## config.mk

```make
export PLATFORM = sky130hd
export DESIGN_NAME = rprc_top
export DESIGN_NICKNAME = d
export VERILOG_FILES = /design/src/logic/rprc_pkg.sv /design/src/logic/rprc_top.sv /design/src/logic/rprc_req_filter.sv
export SDC_FILE = /design/constraint.sdc
export NUM_CORES = 1
export LEC_CHECK = 0
export ABC_AREA = 1
export BUFFER_PORTS_ARGS = -buffer_cell sky130_fd_sc_hd__buf_2
export CORE_ASPECT_RATIO = 0.7
export CORE_UTILIZATION = 40
export DETAILED_ROUTE_END_ITERATION = 10
export PLACE_DENSITY = 0.53
export SETUP_SLACK_MARGIN = 0.5
export SYNTH_ARGS = -nofsm -noshare
export SYNTH_HDL_FRONTEND = slang
export SYNTH_SLANG_ARGS = --single-unit
```

## constraint.sdc

```tcl
create_clock -name CLOCK_I -period 2.5 [get_ports CLOCK_I]
set_input_delay 0.125 -clock CLOCK_I [delete_from_list [all_inputs] [get_ports CLOCK_I]]
set_output_delay 0.125 -clock CLOCK_I [all_outputs]
set_load 0.1 [all_outputs]
```

## src/logic/rprc_pkg.sv

```systemverilog
package rprc_pkg;

    // ------------------------------------------------------------
    // Timing
    // ------------------------------------------------------------
    localparam int CLK_PERIOD_NS = 8;
    localparam int POR_MAX_MS = 110;
    localparam int HOST_WAIT_MS = 150;
    localparam int NS_PER_MS = 1000000;
    // Longest time rounds down
    localparam int POR_CYCLES = (POR_MAX_MS * NS_PER_MS) / CLK_PERIOD_NS;
    // Least time rounds up
    localparam int HOST_WAIT_CYCLES = (HOST_WAIT_MS * NS_PER_MS + CLK_PERIOD_NS - 1) / CLK_PERIOD_NS;
    localparam int SLEEP_SETTLE_CYCLES = 2;
    localparam int SLEEP_DIV_DEFAULT = 3815;

    // ------------------------------------------------------------
    // Reset values
    // ------------------------------------------------------------
    localparam logic RST_REQ_VALUE = 1'b0;

    typedef struct packed {
        logic wlan_power_request;
        logic radio_power_request;
    } rprc_req_s;

    typedef struct packed {
        logic regulator_enable;
        logic wlan_reset;
        logic radio_reset;
    } rprc_ctl_s;

    typedef enum logic [1:0] {
        ST_POR,
        ST_HOST_WAIT,
        ST_READY
    } rprc_por_e;

endpackage : rprc_pkg

```

## src/logic/rprc_top.sv

```systemverilog
`timescale 1ns/1ps
module rprc_top #(
    parameter int POR_CNT = rprc_pkg::POR_CYCLES,
    parameter int WAIT_CNT = rprc_pkg::HOST_WAIT_CYCLES,
    parameter int SLEEP_DIV = rprc_pkg::SLEEP_DIV_DEFAULT,
    parameter int SETTLE = rprc_pkg::SLEEP_SETTLE_CYCLES
) (
    input wire logic CLOCK_I,
    input wire logic RESET_I,
    input wire logic SUPPLY_GOOD_I,
    input wire rprc_pkg::rprc_req_s REQ_I,
    output rprc_pkg::rprc_ctl_s CTL_O,
    output logic POR_ACTIVE_O,
    output logic HOST_BUS_READY_O
);
    import rprc_pkg::*;

    logic tick_reg;
    logic [31:0] div_reg;
    logic wlan_req, radio_req;
    logic g1_reg, g2_reg, g3_reg, good_reg;
    logic [31:0] cnt_reg;
    rprc_por_e por_reg;

    // ------------------------------------------------------------
    // Sleep clock tick
    // ------------------------------------------------------------
    always_ff @(posedge CLOCK_I) begin
        if (RESET_I) begin
            div_reg <= 32'h0;
            tick_reg <= 1'b0;
        end else if (div_reg == 32'(SLEEP_DIV - 1)) begin
            div_reg <= 32'h0;
            tick_reg <= 1'b1;
        end else begin
            div_reg <= div_reg + 32'h1;
            tick_reg <= 1'b0;
        end
    end

    // ------------------------------------------------------------
    // Request filters
    // ------------------------------------------------------------
    rprc_req_filter #(.SETTLE(SETTLE)) u_wlan (
        .clk_i(CLOCK_I),
        .rst_i(RESET_I),
        .tick_i(tick_reg),
        .raw_i(REQ_I.wlan_power_request),
        .level_o(wlan_req)
    );

    rprc_req_filter #(.SETTLE(SETTLE)) u_radio (
        .clk_i(CLOCK_I),
        .rst_i(RESET_I),
        .tick_i(tick_reg),
        .raw_i(REQ_I.radio_power_request),
        .level_o(radio_req)
    );

    // ------------------------------------------------------------
    // Supply-good synchroniser
    // ------------------------------------------------------------
    always_ff @(posedge CLOCK_I) begin
        if (RESET_I) begin
            g1_reg <= 1'b0;
            g2_reg <= 1'b0;
            g3_reg <= 1'b0;
            good_reg <= 1'b0;
        end else begin
            g1_reg <= SUPPLY_GOOD_I;
            g2_reg <= g1_reg;
            g3_reg <= g2_reg;
            if (g2_reg == g3_reg) begin
                good_reg <= g3_reg;
            end
        end
    end

    // ------------------------------------------------------------
    // Power-on reset and host wait
    // ------------------------------------------------------------
    always_ff @(posedge CLOCK_I) begin
        if (RESET_I || !good_reg) begin
            por_reg <= ST_POR;
            cnt_reg <= 32'h0;
        end else begin
            unique case (por_reg)
                ST_POR: begin
                    if (cnt_reg >= 32'(POR_CNT - 1)) begin
                        por_reg <= ST_HOST_WAIT;
                    end
                    cnt_reg <= cnt_reg + 32'h1;
                end
                ST_HOST_WAIT: begin
                    // Wait counted on from POR release
                    if (cnt_reg >= 32'(POR_CNT + WAIT_CNT - 1)) begin
                        por_reg <= ST_READY;
                    end
                    cnt_reg <= cnt_reg + 32'h1;
                end
                ST_READY: begin
                    cnt_reg <= cnt_reg;
                end
            endcase
        end
    end

    // ------------------------------------------------------------
    // Outputs
    // ------------------------------------------------------------
    always_ff @(posedge CLOCK_I) begin
        if (RESET_I) begin
            CTL_O <= '{regulator_enable: 1'b0, wlan_reset: 1'b1, radio_reset: 1'b1};
        end else begin
            CTL_O.regulator_enable <= wlan_req | radio_req;
            CTL_O.wlan_reset <= !wlan_req || por_reg == ST_POR;
            CTL_O.radio_reset <= !radio_req || por_reg == ST_POR;
        end
    end

    assign POR_ACTIVE_O = (por_reg == ST_POR);
    assign HOST_BUS_READY_O = (por_reg == ST_READY);
endmodule : rprc_top

```

## src/logic/rprc_req_filter.sv

```systemverilog
`timescale 1ns/1ps
module rprc_req_filter #(
    parameter int SETTLE = 2
) (
    input wire logic clk_i,
    input wire logic rst_i,
    input wire logic tick_i,
    input wire logic raw_i,
    output logic level_o
);
    import rprc_pkg::*;

    logic s1_reg, s2_reg, s3_reg;
    logic [7:0] cnt_reg;

    // ------------------------------------------------------------
    // Three-stage synchroniser
    // ------------------------------------------------------------
    always_ff @(posedge clk_i) begin
        if (rst_i) begin
            s1_reg <= RST_REQ_VALUE;
            s2_reg <= RST_REQ_VALUE;
            s3_reg <= RST_REQ_VALUE;
        end else begin
            s1_reg <= raw_i;
            s2_reg <= s1_reg;
            s3_reg <= s2_reg;
        end
    end

    // ------------------------------------------------------------
    // Sleep-tick settle count
    // ------------------------------------------------------------
    always_ff @(posedge clk_i) begin
        if (rst_i) begin
            cnt_reg <= 8'h00;
            level_o <= RST_REQ_VALUE;
        end else if (s2_reg != s3_reg || s3_reg == level_o) begin
            cnt_reg <= 8'h00;
        end else if (tick_i) begin
            if (cnt_reg == 8'(SETTLE - 1)) begin
                level_o <= s3_reg;
                cnt_reg <= 8'h00;
            end else begin
                cnt_reg <= cnt_reg + 8'h01;
            end
        end
    end

endmodule : rprc_req_filter

```

# Word level (Yosys, flattened, before mapping)
# Index checks and enable logic that the tools add are counted.
classes:
  addsub: 4
  magnitude_cmp: 2
  eq_ne: 12
  n_mux: 7
  bitwise_logic: 3
  n_reduce_logical: 17
ops:
  columns: ["op", "n"]
  rows:
  - ["$add 32x1->32 const B", 2]
  - ["$eq 32x12->1 const B", 1]
  - ["$ge 32x24->1 const B", 1]
  - ["$ge 32x25->1 const B", 1]
  - ["$mux 32", 1]
  - ["$add 8x1->8 const B", 2]
  - ["$eq 8x1->1 const B", 2]
  - ["$mux 8", 2]
  - ["$reduce_and 3->1", 3]
  - ["$reduce_or 2->1", 4]
  - ["$logic_or 1x1->1", 5]
  - ["$mux 2", 2]
  - ["$pmux 2 s2", 1]
  - ["$eq 1x1->1", 3]
  - ["$logic_not 1->1", 3]
  - ["$eq 2x1->1 const B", 1]
  - ["$eq 2x2->1 const B", 1]
  - ["$logic_not 2->1", 1]
  - ["$ne 1x1->1", 2]
  - ["$ne 2x1->1 const B", 1]
  - ["$ne 2x2->1 const B", 1]
  - ["$not 1->1", 2]
  - ["$reduce_bool 2->1", 1]
  - ["$mux 1", 1]
  - ["$or 1x1->1", 1]
totals:
  reg_bits: 98
  input_bits: 5
  output_inout_bits: 5
  wordCells: 66

# Longest topological paths before layout
depth:
  ltp_word: 4
  depth_mapped: 11
  depth_no_buf: 11

# By module
# Synthesis repeated with hierarchy kept, for this count alone.
hier_totals:
  hier_cells: 817
  area_unflattened_um2: 5316.3
by_module_without_submodules:
  columns: ["module", "n_inst", "cells_each", "area_per_inst_um2", "seq_area_each_um2"]
  rows:
  - ["rprc_top", 1, 647, 4115.2, 1481.4]
  - ["rprc_req_filter", 2, 85, 600.6, 240.2]

# Worst setup path after synthesis
# No wires, ideal clock.
synth_path:
  path_type: "flip-flop to flip-flop"
  startpoint: "reg por_reg[0]"
  endpoint: "reg CTL_O[1] in the netlist's numbering"
  setup_time_ns: 0.067
  arrival_time_ns: 1.888
  required_time_ns: 2.433
  path_slack_ns: 0.545
  path_stages_with_launch: 4
  path_buffers: 0
  synth_period_minus_slack_ns: 1.955
  cell_sequence: "dfxtp_1 -> nor2_1 -> inv_1 -> nand3_1"
synth_between:
  elab_chain_len: 2
synth_lines:
  columns: ["item", "line_no", "source"]
  rows:
  - ["from (decl)", "rprc_top.sv:23", "rprc_por_e por_reg;"]
  - ["from (signal assigned)", "rprc_top.sv:84", "por_reg <= ST_POR;"]
  - ["from (signal assigned)", "rprc_top.sv:90", "por_reg <= ST_HOST_WAIT;"]
  - ["from (signal assigned)", "rprc_top.sv:97", "por_reg <= ST_READY;"]
  - ["$logic_not 2->1", null, null]
  - ["net POR_ACTIVE_O", "rprc_top.sv:13", "output logic POR_ACTIVE_O,"]
  - ["$logic_or 1x1->1", "rprc_top.sv:116", "CTL_O.wlan_reset <= !wlan_req || por_reg == ST_POR;"]
  - ["to (signal assigned)", "rprc_top.sv:113", "CTL_O <= '{regulator_enable: 1'b0, wlan_reset: 1'b1, radio_reset: 1'b1};"]
  - ["to (decl)", "rprc_top.sv:12", "output rprc_pkg::rprc_ctl_s CTL_O,"]
# The timed path passes the listed nets, and every way through them passes these cells.
# A chain may end at the register's enable or synchronous reset.

# Worst setup path after layout
layout_path:
  startpoint: "reg por_reg[1]"
  endpoint: "out HOST_BUS_READY_O"
layout_between:
  elab_chain_len: 1
layout_lines:
  columns: ["item", "line_no", "source"]
  rows:
  - ["$eq 2x2->1", "rprc_top.sv:122", "assign HOST_BUS_READY_O = (por_reg == ST_READY);"]
  - ["to (decl)", "rprc_top.sv:14", "output logic HOST_BUS_READY_O"]
# Every way passes these cells.

==> run_results.csv <==
group,metric,value,unit
route,drt_iter0_drc,386,
floorplan,die_h,98.45,um
power_and_ir_drop,leakage,2.031,nW
yosys,synth.avg_cell_area,6.419,um^2
clock_network,root_buffer,"clkbuf_16",
finish,post-route-cell-area,5884,um^2
worst_setup_path,worst_ep_required_time,2380,ps
yosys,ys.flop_type,"dfxtp_1",
finish,syn_to_final_growth,10.71,%
yosys,synth.distinct_cells,36,
sta,finClkSkew,8.064,ps
power_and_ir_drop,peakVddDrop,0.3085,mV
route,via_per_inst,5.045,
finish,stdcell_count,1009,
yosys,synth_edf_count,0,
global_routing,track_usage,20.48,%
sta,finalHoldViolations,0,
worst_setup_path,r2r-end,"div_reg[17]",
power_and_ir_drop,pwr-share-comb,1.2,%
power_and_ir_drop,cellPowerDensity,536.2,nW/um^2
power_and_ir_drop,clkPwrFrac,48.8,%
yosys,synth_cells,828,
route,routedWlPerCell,13.04,um
sta,finalCriticalPeriod,1816,ps
sta,slew_headroom,59.80,%
worst_setup_path,rr_worst_depth,9,
sta,final.setup.tns,0,ps
clock_network,clkTransAtPathRegs,70,ps
power_and_ir_drop,switchingPower,657.1,uW
finish,drive_gt1_share,7.202,%
route,vias,5090,
floorplan,rows,34,
place,dp_hpwl,10170,um
run,maxCapViolations,0,
global_routing,overflow,0,
floorplan,coreArea,12680,um^2
clock_network,clk_path_buf_depth,2,
place,placedInstanceArea,5527,um^2
route,drt_wl_total,13160,um
worst_setup_path,cp-endpoint,"HOST_BUS_READY_O",
worst_setup_path,reg2reg_slack,690,ps
yosys,netlist_area,5315,um^2
clock_network,cts_tree,"done",
power_and_ir_drop,p_int,2.498,mW
worst_hold_path,hold_class,"in2reg",
finish,nFillCells,1336,
worst_setup_path,start_kind,"register",
clock_network,cts.sinks,98,
yosys,yosys_warnings,0,
finish,layout.nets,854,
place,gp_congestion,0.9137,
clock_network,post-cts-setup-buffer-count,0,
route,dr.pass1.iters,5,
yosys,synth-seq-area-share,36.91,%
power_and_ir_drop,p_sw_share,20.83,%
sta,rsz0062_at_grt,"no",
sta,setup_viol,0,
yosys,synthArstFlopShare,0,%
yosys,ys_seq_elements,98,
worst_setup_path,crit_start,"por_reg[1]",
route,drcViolationCount,0,
global_routing,antenna_found_initial,0,
global_routing,grt_pass1_vias,4618,
place,dpl.cell_count,990,
sta,timing.fmax,0.5508,GHz
clock_network,clk_latency,350,ps
route,antenna_left,0,
worst_setup_path,path_class,"reg2out",
sta,drv_slew,0,
run_status,outcome,"complete, no violations",
yosys,syn-num-nets,840,
sta,worst_pin_slew,599.2,ps
power_and_ir_drop,seqPwrFrac,50.0,%
clock_network,htree_levels,3,
clock_network,cts_buffers,9,
sta,finalCritPeriodShare,72.63,%
worst_hold_path,hold_depth,2,
floorplan,dieArea,13760,um^2
finish,antenna_cells,0,
floorplan,chipWidth,139.8,um
worst_setup_path,endpoint_kind,"output port",
floorplan,initial_core_util,41.93,%
worst_setup_path,critical_path_arrival,1690,ps
global_routing,grt_max_degree,33,
worst_setup_path,path_max_fanout,11,
place,portBuffers,9,
global_routing,grt_pass1_wl,22430,um
worst_setup_path,timing.rr.start,"div_reg[6]",
floorplan,ioPinCount,10,
routing by layer:
layer	up-vias	global-route usage, %	share of wire [%]
li1	2640	-	-
met1	2320	31.41	55
met2	124	28.27	38
met3	6	5.296	7.1
met4	0	4.227	0.50
met5	-	0	0
cells in the mapped netlist, types with 7 or more instances:
cell type	n	area share, %
nor2_1	150	11
nand4_1	20	2.4
dfxtp_1	98	37
nand3b_1	8	1.1
nor2_4	9	1.9
nor3_1	35	3.3
inv_1	101	7.1
ha_1	7	1.6
nand3_1	34	3.2
nand2_1	230	16
xor2_1	7	1.2
o21ai_0	15	1.4
a21oi_1	53	5.0
worst max-delay path: stages (launching register included):
cell	delay [ps]
dfxtp_1	350
inv_1	80
nor2_4	220
buf_4	240
buf_2	440
cells by family after synthesis:
group	count (synthesis)	synth area share [%]
fa+ha+maj	7	1.648
simple gates	516	43.01
xor+xnor	13	2.142
compound gates	78	7.839
buf+inv	116	8.451
flops	98	36.91
power groups by stage:
| stage | combinational [mW] | sequential [mW] | clock (mW) |
|---|---|---|---|
| 2_1_floorplan | 0.0271 | 1.61 | 0 |
| 3_3_place_gp | 0.0355 | 1.61 | 0 |
| 3_5_place_dp | 0.0359 | 1.61 | 0 |
| 4_1_cts | 0.0395 | 1.58 | 1.59 |
| 5_1_grt | 0.0456 | 1.58 | 1.64 |
| 6_report | 0.0391 | 1.58 | 1.54 |
final cells by class:
type | instances | area [um^2] | share of cell area (%)
repair buffers | 15 | 97.59 | 1.659
well taps | 162 | 202.7 | 3.445
flip-flops and latches | 98 | 1962 | 33.34
clock buffers | 11 | 242.7 | 4.125
clock inverters | 5 | 85.08 | 1.446
multi-input cells | 614 | 2904 | 49.35
inverters | 104 | 390.4 | 6.634
per-stage QoR:
| step | setup WS, ps | hold slack [ps] | utilization, % | power, mW |
|---|---|---|---|---|
| global placement | 796.3 | 338.4 | 43.59 | 1.648 |
| CTS | 673.0 | 122.5 | 46.42 | 3.203 |
| floorplan | 544.7 | 232.0 | - | 1.639 |
| detailed placement | 792.4 | 338.1 | 43.59 | 1.649 |
| global route | 531.0 | 139.1 | 46.42 | 3.265 |
| finish | 684.4 | 131.3 | 46.42 | 3.155 |
worst min-delay path by stage:
stage                   from  slack [ps]             end
2_1_floorplan  SUPPLY_GOOD_I         230          g1_reg
3_5_place_dp        REQ_I[0]         340  u_radio.s1_reg
3_3_place_gp        REQ_I[0]         340  u_radio.s1_reg
6_report             RESET_I         130  u_radio.s1_reg
5_1_grt              RESET_I         140  u_radio.s3_reg
4_1_cts              RESET_I         120  u_radio.s1_reg
layout by cell type (no fill, tap or decap), types with 5 or more instances in the layout:
cell       instances
a21oi_1           53
buf_2              9
clkbuf_16          9
dfxtp_1           98
ha_1               7
inv_1            101
nand2_1          230
nand2_2            5
nand3_1           34
nand3b_1           8
nand4_1           20
nor2_1           150
nor2_2             5
nor2_4             9
nor3_1            35
nor3b_1            5
o21ai_0           15
or2_2              5
xnor2_1            6
xor2_1             7
timing repair:
item,4_1_cts,5_1_grt
hold endpoints to repair,3,0
resized for setup,0,0
hold buffers,3,0
No activity file was read; power rests on OpenSTA's default activity.
